[src/common/addr_decoder_pkg.sv]
package addr_decoder_pkg;

	// address spaces: 64 GB of memory, 64 KB plus three bytes of I/O
	localparam int ADDR_W  = 36;
	localparam int IO_W    = 17;
	localparam int NUM_PAM = 13;
	localparam int NUM_WIN = 11;
	localparam logic [IO_W-1:0] IO_SPACE_TOP = 17'h1_0002;

	// fixed memory landmarks
	localparam logic [ADDR_W-1:0] DOS_TOP        = 36'h0_000A_0000;
	localparam logic [ADDR_W-1:0] VGA_BASE       = 36'h0_000A_0000;
	localparam logic [ADDR_W-1:0] VGA_LIMIT      = 36'h0_000B_FFFF;
	localparam logic [ADDR_W-1:0] PAM_BASE       = 36'h0_000C_0000;
	localparam logic [ADDR_W-1:0] ONE_MB         = 36'h0_0010_0000;
	localparam logic [ADDR_W-1:0] ISA_HOLE_BASE  = 36'h0_00F0_0000;
	localparam logic [ADDR_W-1:0] ISA_HOLE_LIMIT = 36'h0_00FF_FFFF;
	localparam logic [ADDR_W-1:0] DRAM_MAX       = 36'h2_0000_0000;
	localparam logic [ADDR_W-1:0] DRAM_CEIL      = 36'h3_0000_0000;

	// window size masks
	localparam logic [ADDR_W-1:0] MASK_4KB   = 36'h0_0000_0FFF;
	localparam logic [ADDR_W-1:0] MASK_16KB  = 36'h0_0000_3FFF;
	localparam logic [ADDR_W-1:0] MASK_64MB  = 36'h0_03FF_FFFF;
	localparam logic [ADDR_W-1:0] MASK_128MB = 36'h0_07FF_FFFF;
	localparam logic [ADDR_W-1:0] MASK_256MB = 36'h0_0FFF_FFFF;
	localparam logic [1:0] CFG_SIZE_64MB  = 2'h0;
	localparam logic [1:0] CFG_SIZE_128MB = 2'h1;

	// attribute map of the legacy segments
	localparam int PAM_RE_BIT = 0;
	localparam int PAM_WE_BIT = 1;
	localparam int PAM_SEG_LSB = 14;
	localparam logic [5:0] PAM_FIRST_SEG = 6'h30;
	localparam logic [19:0] SYS_BIOS_BASE = 20'hF_0000;

	// legacy graphics steering
	localparam logic [1:0] VGA_TO_PORT_A = 2'h1;
	localparam logic [1:0] VGA_TO_PORT_B = 2'h2;

	// window slots, lower index wins on overlap
	localparam int WIN_PA_MEM   = 0;
	localparam int WIN_PA_PF    = 1;
	localparam int WIN_PA_IO    = 2;
	localparam int WIN_PB_MEM   = 3;
	localparam int WIN_PB_PF    = 4;
	localparam int WIN_PB_IO    = 5;
	localparam int WIN_EGRESS   = 6;
	localparam int WIN_REGS     = 7;
	localparam int WIN_CONFIG   = 8;
	localparam int WIN_LINK_REG = 9;
	localparam int WIN_FLUSH    = 10;

	typedef enum logic [1:0] {
		SRC_CPU, SRC_LINK, SRC_PORT_A, SRC_PORT_B
	} source_type;

	typedef enum logic [2:0] {
		TGT_DRAM, TGT_PORT_A, TGT_PORT_B, TGT_LINK, TGT_INTERNAL, TGT_ABORT
	} target_type;

	typedef enum logic [2:0] {
		IWIN_NONE, IWIN_EGRESS, IWIN_REGS, IWIN_CONFIG, IWIN_LINK_REGS,
		IWIN_FLUSH
	} internal_window_type;

	typedef struct packed {
		logic              valid;
		source_type        src;
		logic              is_io;
		logic              is_write;
		logic              smm_mode;
		logic [ADDR_W-1:0] addr;
	} request_type;

	typedef struct packed {
		logic              en;
		logic [ADDR_W-1:0] base;
		logic [ADDR_W-1:0] limit;
	} window_type;

	typedef struct packed {
		logic              en;
		logic [ADDR_W-1:0] base;
	} fixed_window_type;

	typedef struct packed {
		logic [ADDR_W-1:0]    top_of_low_memory;
		logic [ADDR_W-1:0]    dram_top;
		logic                 remap_en;
		logic [ADDR_W-1:0]    remap_base;
		logic [ADDR_W-1:0]    remap_limit;
		logic                 smm_seg_en;
		logic [ADDR_W-1:0]    smm_seg_size;
		logic                 isa_hole_en;
		logic [1:0]           vga_steer;
		logic [2*NUM_PAM-1:0] pam_attr;
	} map_cfg_type;

	typedef struct packed {
		logic                valid;
		target_type          target;
		internal_window_type win;
		logic [ADDR_W-1:0]   dram_addr;
	} result_type;

	typedef struct packed {
		result_type res;
		logic       flush;
	} decode_state_type;

	localparam decode_state_type STATE_RESET = '0;

endpackage : addr_decoder_pkg

[src/hdl/pam_check.sv]
`timescale 1ns/1ps
`default_nettype none

// attribute check of the thirteen legacy segments, 768 KB to 1 MB
module pam_check
	import addr_decoder_pkg::*;
(
	input  wire logic [19:0]          addr_i,     // low address bits
	input  wire logic [2*NUM_PAM-1:0] attr_i,     // two bits per segment
	input  wire logic                 is_write_i, // access is a write
	output logic                      in_area_o,  // inside attribute area
	output logic                      allowed_o   // attribute admits access
);

	logic [3:0] seg;
	logic [1:0] attr;

	// sixteen-kilobyte segments, last one spans the whole top 64 KB
	function automatic logic [3:0] segment_of(input logic [19:0] a);
		logic [5:0] idx;
		idx = a[19:PAM_SEG_LSB] - PAM_FIRST_SEG;
		if (a >= SYS_BIOS_BASE) begin
			return 4'(NUM_PAM - 1);
		end
		return idx[3:0];
	endfunction : segment_of

	// read enable and write enable are separate bits of each segment
	always_comb begin
		seg       = segment_of(addr_i);
		attr      = attr_i[{seg, 1'b0} +: 2];
		in_area_o = ({16'h0, addr_i} >= PAM_BASE);
		allowed_o = is_write_i ? attr[PAM_WE_BIT] : attr[PAM_RE_BIT];
	end

endmodule : pam_check

`default_nettype wire

[src/hdl/system_address_decoder.sv]
`timescale 1ns/1ps
`default_nettype none

module system_address_decoder
	import addr_decoder_pkg::*;
(
	input  wire logic             clk_i,                           // clock
	input  wire logic             rst_n_i,                         // reset
	input  wire request_type      req_i,                           // request
	input  wire logic [1:0]       request_upper_address_bits_i,    // 4 GB
	input  wire map_cfg_type      cfg_i,                           // map
	input  wire window_type       port_a_memory_window_i,          // A mem
	input  wire window_type       port_a_prefetch_window_i,        // A pref
	input  wire window_type       port_a_io_window_i,              // A io
	input  wire window_type       port_b_memory_window_i,          // B mem
	input  wire window_type       port_b_prefetch_window_i,        // B pref
	input  wire window_type       port_b_io_window_i,              // B io
	input  wire fixed_window_type egress_port_window_base_i,       // 4 KB
	input  wire fixed_window_type internal_register_window_base_i, // 16 KB
	input  wire fixed_window_type flat_config_window_base_i,       // config
	input  wire logic [1:0]       flat_config_size_i,              // size
	input  wire fixed_window_type link_register_window_base_i,     // 4 KB
	input  wire fixed_window_type write_flush_window_base_i,       // 4 KB
	output result_type            result_o,                        // route
	output logic                  flush_o                          // pulse
);

	decode_state_type    state_r;
	decode_state_type    state_nxt;
	window_type          win     [NUM_WIN];
	logic [NUM_WIN-1:0]  win_hit;
	logic [ADDR_W-1:0]   io_addr;
	logic [ADDR_W-1:0]   addr;
	logic [ADDR_W-1:0]   cfg_mask;
	logic [ADDR_W-1:0]   smm_base;
	logic [ADDR_W-1:0]   remap_phys;
	logic                above_4g;
	logic                pam_in_area;
	logic                pam_allowed;
	logic                remap_hit;
	logic                high_dram;
	logic                low_dram;
	logic                in_vga;
	logic                peer_ok;

	// inclusive range test, shared by the graphics, ISA hole and remap checks
	function automatic logic in_range(input logic [ADDR_W-1:0] a,
		input logic [ADDR_W-1:0] lo, input logic [ADDR_W-1:0] hi);
		return (a >= lo) && (a <= hi);
	endfunction : in_range

	// a fixed window claims its naturally aligned block
	function automatic window_type fixed_win(input fixed_window_type f,
		input logic [ADDR_W-1:0] mask);
		window_type w;
		w.en    = f.en;
		w.base  = f.base & ~mask;
		w.limit = (f.base & ~mask) | mask;
		return w;
	endfunction : fixed_win

	// flat configuration window size
	always_comb begin
		case (flat_config_size_i)
			CFG_SIZE_64MB:  cfg_mask = MASK_64MB;
			CFG_SIZE_128MB: cfg_mask = MASK_128MB;
			default:        cfg_mask = MASK_256MB;
		endcase
	end

	// window table; prefetchable windows keep all upper bits
	assign win[WIN_PA_MEM]   = port_a_memory_window_i;
	assign win[WIN_PA_PF]    = port_a_prefetch_window_i;
	assign win[WIN_PA_IO]    = port_a_io_window_i;
	assign win[WIN_PB_MEM]   = port_b_memory_window_i;
	assign win[WIN_PB_PF]    = port_b_prefetch_window_i;
	assign win[WIN_PB_IO]    = port_b_io_window_i;
	assign win[WIN_EGRESS]   = fixed_win(egress_port_window_base_i,
		MASK_4KB);
	assign win[WIN_REGS]     = fixed_win(internal_register_window_base_i,
		MASK_16KB);
	assign win[WIN_CONFIG]   = fixed_win(flat_config_window_base_i,
		cfg_mask);
	assign win[WIN_LINK_REG] = fixed_win(link_register_window_base_i,
		MASK_4KB);
	assign win[WIN_FLUSH]    = fixed_win(write_flush_window_base_i,
		MASK_4KB);

	// i/o address keeps 17 bits, so accesses up to three bytes past 64 KB do not wrap
	assign io_addr  = {{(ADDR_W-IO_W){1'b0}}, req_i.addr[IO_W-1:0]};
	assign addr     = req_i.addr;
	assign above_4g = |request_upper_address_bits_i;

	// one comparator per window; i/o windows see the i/o address
	genvar k;
	generate
		for (k = 0; k < NUM_WIN; k++) begin : g_win
			localparam bit IS_IO = (k == WIN_PA_IO) || (k == WIN_PB_IO);
			localparam bit IS_NP = (k == WIN_PA_MEM) || (k == WIN_PB_MEM);
			logic raw_hit;
			window_match #(
				.W(ADDR_W)
			) u_match (
				.en_i    (win[k].en),
				.addr_i  (IS_IO ? io_addr : addr),
				.base_i  (win[k].base),
				.limit_i (win[k].limit),
				.hit_o   (raw_hit)
			);
			// non-prefetchable windows live below 4 GB only
			assign win_hit[k] = raw_hit && (IS_IO == req_i.is_io) &&
				!(IS_NP && above_4g);
		end
	endgenerate

	pam_check u_pam (
		.addr_i     (addr[19:0]),
		.attr_i     (cfg_i.pam_attr),
		.is_write_i (req_i.is_write),
		.in_area_o  (pam_in_area),
		.allowed_o  (pam_allowed)
	);

	// memory decode: landmarks below 1 MB, low DRAM, remap, high DRAM
	always_comb begin
		smm_base   = cfg_i.top_of_low_memory - cfg_i.smm_seg_size;
		remap_phys = addr - cfg_i.remap_base + cfg_i.top_of_low_memory;
		in_vga     = !above_4g && in_range(addr, VGA_BASE, VGA_LIMIT);
		remap_hit  = cfg_i.remap_en && above_4g && addr < DRAM_CEIL &&
			in_range(addr, cfg_i.remap_base, cfg_i.remap_limit);
		// no size check: DRAM past the ceiling just never decodes
		high_dram  = above_4g && !remap_hit && addr < cfg_i.dram_top &&
			addr < DRAM_MAX && addr < DRAM_CEIL;
		low_dram   = 1'b0;
		if (!above_4g && addr < DOS_TOP) begin
			low_dram = 1'b1;
		end else if (!above_4g && addr < ONE_MB && pam_in_area) begin
			low_dram = pam_allowed;
		end else if (!above_4g && addr >= ONE_MB &&
			addr < cfg_i.top_of_low_memory) begin
			low_dram = 1'b1;
			if (cfg_i.isa_hole_en &&
				in_range(addr, ISA_HOLE_BASE, ISA_HOLE_LIMIT)) begin
				low_dram = 1'b0;
			end
			if (cfg_i.smm_seg_en && addr >= smm_base &&
				!(req_i.smm_mode && req_i.src == SRC_CPU)) begin
				low_dram = 1'b0;
			end
		end
	end

	// peers below low-memory top: only link writes to graphics
	assign peer_ok = (req_i.src == SRC_CPU) || above_4g ||
		addr >= cfg_i.top_of_low_memory ||
		(req_i.src == SRC_LINK && req_i.is_write && in_vga);

	// route selection, registered one cycle later
	always_comb begin
		state_nxt               = state_r;
		state_nxt.flush         = 1'b0;
		state_nxt.res.valid     = req_i.valid;
		state_nxt.res.target    = TGT_LINK;
		state_nxt.res.win       = IWIN_NONE;
		state_nxt.res.dram_addr = addr;
		if (req_i.is_io) begin
			if (win_hit[WIN_PA_IO]) begin
				state_nxt.res.target = TGT_PORT_A;
			end else if (win_hit[WIN_PB_IO]) begin
				state_nxt.res.target = TGT_PORT_B;
			end
		end else if (low_dram || high_dram) begin
			state_nxt.res.target = TGT_DRAM;
		end else if (remap_hit && remap_phys < DRAM_MAX) begin
			state_nxt.res.target    = TGT_DRAM;
			state_nxt.res.dram_addr = remap_phys;
		end else if (in_vga) begin
			case (cfg_i.vga_steer)
				VGA_TO_PORT_A: state_nxt.res.target = TGT_PORT_A;
				VGA_TO_PORT_B: state_nxt.res.target = TGT_PORT_B;
				default:       state_nxt.res.target = TGT_LINK;
			endcase
		end else if (above_4g || addr >= cfg_i.top_of_low_memory) begin
			// overlaps are not guarded; lowest slot simply wins
			for (int i = NUM_WIN - 1; i >= 0; i--) begin
				if (win_hit[i]) begin
					case (i)
						WIN_PA_MEM, WIN_PA_PF: begin
							state_nxt.res.target = TGT_PORT_A;
							state_nxt.res.win    = IWIN_NONE;
						end
						WIN_PB_MEM, WIN_PB_PF: begin
							state_nxt.res.target = TGT_PORT_B;
							state_nxt.res.win    = IWIN_NONE;
						end
						WIN_EGRESS: begin
							state_nxt.res.target = TGT_INTERNAL;
							state_nxt.res.win    = IWIN_EGRESS;
						end
						WIN_REGS: begin
							state_nxt.res.target = TGT_INTERNAL;
							state_nxt.res.win    = IWIN_REGS;
						end
						WIN_CONFIG: begin
							state_nxt.res.target = TGT_INTERNAL;
							state_nxt.res.win    = IWIN_CONFIG;
						end
						WIN_LINK_REG: begin
							state_nxt.res.target = TGT_INTERNAL;
							state_nxt.res.win    = IWIN_LINK_REGS;
						end
						default: begin
							state_nxt.res.target = TGT_INTERNAL;
							state_nxt.res.win    = IWIN_FLUSH;
						end
					endcase
				end
			end
		end
		// a forbidden peer cycle is aborted rather than forwarded
		if (!req_i.is_io && !peer_ok &&
			(state_nxt.res.target == TGT_PORT_A ||
			 state_nxt.res.target == TGT_PORT_B)) begin
			state_nxt.res.target = TGT_ABORT;
		end
		state_nxt.flush = req_i.valid && req_i.is_write &&
			state_nxt.res.win == IWIN_FLUSH;
	end

	// single state register
	always_ff @(posedge clk_i or negedge rst_n_i) begin
		if (!rst_n_i) begin
			state_r <= STATE_RESET;
		end else begin
			state_r <= state_nxt;
		end
	end

	assign result_o = state_r.res;
	assign flush_o  = state_r.flush;
endmodule : system_address_decoder

`default_nettype wire

[src/hdl/window_match.sv]
`timescale 1ns/1ps
`default_nettype none

// inclusive base-to-limit compare of one programmable window
module window_match #(
	parameter int W = 36
) (
	input  wire logic         en_i,    // window enabled
	input  wire logic [W-1:0] addr_i,  // address under test
	input  wire logic [W-1:0] base_i,  // lowest claimed address
	input  wire logic [W-1:0] limit_i, // highest claimed address
	output logic              hit_o    // address inside window
);

	// limit below base gives an empty window, never a wrap
	assign hit_o = en_i && (addr_i >= base_i) && (addr_i <= limit_i);

endmodule : window_match

`default_nettype wire

[config.mk]
export PLATFORM = sky130hd
export DESIGN_NAME = system_address_decoder
export DESIGN_NICKNAME = d
export VERILOG_FILES = /design/src/common/addr_decoder_pkg.sv /design/src/hdl/pam_check.sv /design/src/hdl/system_address_decoder.sv /design/src/hdl/window_match.sv
export SDC_FILE = /design/constraint.sdc
export NUM_CORES = 1
export LEC_CHECK = 0
export BUFFER_PORTS_ARGS = -buffer_cell sky130_fd_sc_hd__buf_4
export CAP_MARGIN = 30
export CORE_AREA = 4 4 359 361
export DETAILED_ROUTE_END_ITERATION = 8
export DIE_AREA = 0 0 363 365
export HOLD_SLACK_MARGIN = 0.1
export MAX_ROUTING_LAYER = met4
export PLACE_DENSITY_LB_ADDON = 0.25
export SYNTH_ARGS = -nofsm -noshare
export SYNTH_HDL_FRONTEND = slang
export SYNTH_SLANG_ARGS = --single-unit
[constraint.sdc]
create_clock -name clk_i -period 0.8 [get_ports clk_i]
set_input_delay 0.16 -clock clk_i [delete_from_list [all_inputs] [get_ports clk_i]]
set_output_delay 0.16 -clock clk_i [all_outputs]
set_load 0.05 [all_outputs]
Word level (Yosys, flattened, before mapping). Index checks and enable logic that the tools add are counted.

Bits of input ports: 882. Flip-flop bits (word level): 44. Logic and storage cells: 172.

Multiplexer cells: 35. $lt $le $gt $ge: 40. Bitwise operators: 4. Reduce and logical (&&, ||, !) cells: 76. Add/sub/neg operators: 4. Equal/unequal tests: 7. Shift-type cells: 1.

Operator list (number): greater-or-equal comparator 36 bit (12); <= comparator 36 bit (10); < comparator 36 x 34 -> 1 bit, second input constant (3); 2-to-1 mux 39 bit (2); greater-or-equal comparator 17 x 36 -> 1 bit (2); <= comparator 17 x 36 -> 1 bit (2); < comparator 36 bit (2); 2-to-1 mux 6 bit (12); subtractor 36 bit (2); logical AND 1 bit (62); one-hot mux 28 bit (2 select lines) (1); greater-or-equal comparator 20 bit, second input constant (2); adder 36 bit (1); bitwise AND 36 bit (1); greater-or-equal comparator 36 x 20 -> 1 bit, second input constant (1); greater-or-equal comparator 36 x 21 -> 1 bit, second input constant (1); greater-or-equal comparator 36 x 24 -> 1 bit, second input constant (1); <= comparator 36 x 20 -> 1 bit, second input constant (1); <= comparator 36 x 24 -> 1 bit, second input constant (1); < comparator 36 x 20 -> 1 bit, second input constant (1); < comparator 36 x 21 -> 1 bit, second input constant (1); 2-to-1 mux 36 bit (1); inverter 28 -> 36 bit (1); OR 36 x 28 -> 36 bit (1); other kinds (16) (43).

Depth between registers and ports, before layout.
Word-level depth: 26. Mapped depth: 29. Gate-level depth less buffers: 29.

Modules after synthesis. A second synthesis with hierarchy kept.

Cells, all modules: 4297. Area total of the unflattened synthesis: 31727.9 um^2.

Modules (own cells, without submodules): window_match (instances 11, sequential area each 0.0 um^2, area an instance 1826.8 um^2, cells each 252); system_address_decoder (instances 1, sequential area each 1101.1 um^2, area an instance 11265.8 um^2, cells each 1479); pam_check (instances 1, sequential area each 0.0 um^2, area an instance 367.9 um^2, cells each 46).

Worst setup path after synthesis. Ideal clock, no wire load.

Path type: input -> register. Start point: input cfg_i[175] (netlist name). End point: register state_r (netlist bit result_o[40]). Data required time: 681 ps. Arrival time: 4955 ps. Slack: -4273 ps. Library setup time: 119 ps. Buffers on the path: 0. Stages on the path: 27. Cell sequence: inv_1 -> ha_1 -> inv_1 -> fa_1 -> a21o_1 -> a21oi_1 -> o21bai_1 -> a2111oi_0 -> nor3b_1 -> a31o_2 -> a31o_2 -> nand4_1 -> a31oi_1 -> a21oi_1 -> xor2_1 -> ha_1 -> a21o_1 -> a21oi_1 -> nand2_1 -> a211oi_1 -> a21oi_1 -> or3b_2 -> o311ai_1 -> nand2b_1 -> o31ai_1 -> xor2_1 -> o21a_1.

RTL lines: start: declaration (RTL line system_address_decoder.sv:11) `input wire map_cfg_type cfg_i,`; end signal: assignment (RTL line system_address_decoder.sv:235) `state_r <= state_nxt;`; end: declaration (RTL line system_address_decoder.sv:28) `decode_state_type state_r;`.

==> results by group <==
Status
  • Status: finished, violations left
  • Failing checks: negative setup slack

Clocking
  • CTS tree: built
  • H-tree depth: 2
  • Clock Path Buffers: 2
  • Clock sinks: 44
  • Clock root cell: clkbuf_16
  • Clock buffer count from CTS: 5
  • CTS clk-pin slew, worst paths: 0.07 ns

Global route
  • Gr usage total: 21.4%
  • Gr ovfl total: 0
  • First-pass GRT wire length: 200 mm
  • Vias in the first global route: 29,600
  • Initial antenna violation count: 37
  • Largest net degree at the start of global routing: 27

Worst setup path
  • CP dominant cell by count: a21oi_2
  • Critical path arrival: 4.96 ns
  • Critical path endpoint category: register
  • WS Path Type: primary input to register
  • Crit-path max cell delay: 0.40 ns
  • Critical path's slowest cell: a2111oi_4
  • Worst Path Max Fanout: 3
  • CP Data Required Time: 1.01 ns
  • CP Launch Type: primary input

Synth
  • Post-synthesis xor/xnor area fraction: 2.60%
  • Cell taking the most area after synthesis: ha_1
  • Cells after Synth: 3,123
  • Post-Synth Simple-Gate Area: 15.6%
  • Main combinational cell family by area after synthesis: adder cells
  • Ys flop type: dfrtp_1
  • Post-synthesis adder-cell area fraction: 41.7%
  • Post-Syn Area per Cell: 7.44 µm²
  • YS warnings: 0
  • Post-synthesis mux area share: 0.372%
  • Post-synthesis compound-gate area fraction: 22.3%
  • Post-synth top area share: 38.6%
  • Post-synth EDFFs: 0
  • Post-synthesis sequential area ratio: 4.74%
  • Synth unique cells: 90
  • Post-synth ARST share: 100%
  • Syn nets: 4,757
  • Post-Syn Area: 23,200 µm²
  • Yosys reg bits: 44
  • Synth area leaders: ha_1 39%, inv_1 12%, a21oi_1 5.8%

Routing
  • WL/cell: 22.9 µm
  • Via-to-Cell Ratio: 4.48
  • Via count: 28,200
  • DRC viols: 0
  • Router iterations before antenna repair: 5
  • Violation count after the first detailed-route iteration: 1,138
  • Routed wire length: 144 mm
  • Final ANT Viol Nets: 0

Place
  • Port Buffers: 849
  • Final GP Congestion: 0.914
  • DP HPWL: 128 mm

Floorplanning
  • Die height: 365 µm
  • # IOs: 926
  • Initial cell density of the core: 18.5%
  • Core area: 125,000 µm²
  • DIE AREA: 132,000 µm²
  • # rows: 130
  • Die Width: 363 µm

STA
  • Final WS setup: -3.95 ns
  • Final number of setup-violating endpoints: 85
  • Worst hold slack: 0.178 ns
  • Final Hold Fails: 0
  • Period utilisation layout: 593%
  • Post-route minimum period: 4.75 ns
  • RSZ-0062 raised after global routing: true
  • Pins Over Slew Limit: 0
  • Slew HR: 38.6%
  • Worst-Margin Slew: 0.913 ns
  • Peak Freq: 211 MHz

Pwr
  • NetSw: 13.8 mW
  • PD cells: 792 nW/µm²
  • Final Power: 30.0 mW
  • Internal: 16.2 mW
  • Share of total power in combinational logic: 83.9%
  • Peak supply drop: 858 µV
  • Reg power frac: 8.0%
  • Clock Power Share: 8.1%
  • Leak: 21.4 nW
  • Switching Share: 46.2%

Cells and area
  • Ratio of cells with drive above 1 in the final layout: 36.3%
  • Final Core Density: 30.2%
  • Register area: 1100 µm²
  • Footprint of the multi-input gates: 19,900 µm²
  • Filler instances: 13,700
  • Area Growth Syn to Fin: 63.1%
  • Fin nets: 6,246

Flow run
  • Max Cap Viol: 0

Worst hold path
  • HP Class: primary input to register
## repair_timing
item | in CTS | in global routing
hold buffers | 2 | 0
resized for setup | 126 | 59
gates cloned | 6 | 1
hold endpoints to repair | 45 | 0
buffers inserted | 10 | 10
setup endpoints to repair | 85 | 85
pin swaps | 53 | 41
## worst paths after layout
path / from / to / depth (start not counted)
max: cfg_i[175] / result_o[40] / 28
max in group asynchronous: rst_n_i / result_o[37] / 3
min in group asynchronous: rst_n_i / result_o[20] / 2
min: req_i[7] / result_o[7] / 3
## critical path, delay by kind of cell
kind / cells / cell delay, ns
simple gates: 5 / 0.93
fa+ha+maj: 3 / 0.71
compound gates: 15 / 2.62
buf+inv: 3 / 0.18
xor+xnor: 2 / 0.35
## cell type report
| class | instances | share of cell area (%) |
|---|---|---|
| multi-input combinational | 2313 | 52.6 |
| sequential | 44 | 2.91 |
| timing repair buffer | 1497 | 31.0 |
| tap | 1650 | 5.45 |
| clock buffer | 7 | 0.403 |
| antenna | 25 | 0.165 |
| inverter | 751 | 7.49 |
## per-stage QoR
stage,cell area [µm²],setup WS [ns],setup TNS [ns],std cells
after global placement,36700,-4.59,-160.55,6234
after global routing,37900,-4.14,-144.05,6287
after detailed placement,36700,-4.61,-159.81,6234
after floorplan,23500,-3.80,-123.92,3123
after CTS,37600,-4.02,-140.16,6259
final,37900,-3.95,-139.66,6287
## sequential cells by signal, indices dropped and copies added (netlist names)
| name | cells |
|---|---|
| result_o | 43 |
| flush_o | 1 |
## cells in the final DEF, fill, tap and decap left out, types with 10 or more instances in the layout
master    Yosys  layout
buf_4         1    1416
inv_1       751     738
ha_1        716     705
a21oi_1     269     257
nand2_1     186     157
a21o_1      136     135
nand4_1     120     120
o21ai_0     114     109
nor2_1       87      84
buf_6         7      55
nand3_1      54      54
nor3_1       48      47
nor4_1       43      43
dfrtp_1      44      43
a211oi_1     44      41
xnor2_1      38      38
fa_1         36      35
xor2_1       31      30
o21ai_2      19      27
diode_2       0      25
o21a_1       24      24
o211ai_1     24      24
nor2b_1      25      24
nand2b_1     23      22
nand2_4       0      21
and4_1       18      18
buf_12        0      18
a31oi_1      17      14
and3_1       11      11
a21oi_2       0      11
a211o_1      12      11
o22ai_1      11      10
ha_4          0      10
## cell families (layout without fill, tap and decap cells)
| group | after synthesis | count (layout) |
|---|---|---|
| AO/OA/AOI/OAI | 796 | 796 |
| buffers and inverters | 768 | 2255 |
| adder cells (fa/ha/maj) | 752 | 752 |
| AND/OR/NAND/NOR | 687 | 689 |
| XOR/XNOR | 69 | 69 |
| flip-flops | 44 | 44 |
| multiplexers | 7 | 7 |
| other | 0 | 25 |
## power by group through the flow
stage / registers (mW) / clock network (mW) / logic (mW)
after floorplan: 2.83 / 0 / 11.1
after global placement: 2.43 / 0 / 24.3
after detailed placement: 2.43 / 0 / 24.5
after CTS: 2.41 / 2.50 / 25.0
after global routing: 2.42 / 2.50 / 28.0
final: 2.40 / 2.42 / 25.2
## layer usage
metal | wire length (µm) | track usage [%] | vias up
met5 | 0 | - | -
met4 | 4170 | 6.12 | 0
met3 | 7590 | 3.39 | 124
met2 | 71400 | 37.9 | 787
met1 | 60900 | 24.9 | 13200
li1 | - | - | 14100
## cell usage after synthesis, drive strengths merged (5+ instances only)
cell and n:
fa 36, buf 8, clkbuf 9, o22ai 12, ha 716, nand2 186
inv 751, o21ai 143, o21bai 8, nor3 48, o211ai 25, a2111oi 11
o2111ai 11, a221o 8, and4 22, a221oi 9, or4 8, nor4 43
nor2 87, nand4 120, o41ai 5, o31ai 9, a211oi 44, a31oi 17
or2 10, or3 7, nand3 54, o21a 24, a21oi 269, xnor2 38
and3 13, xor2 31, nor2b 25, and2 12, nand2b 23, a211o 13
a21o 140, a41oi 6, nand3b 7, nor3b 8, dfrtp 44
(Power assumes the default switching activity.)
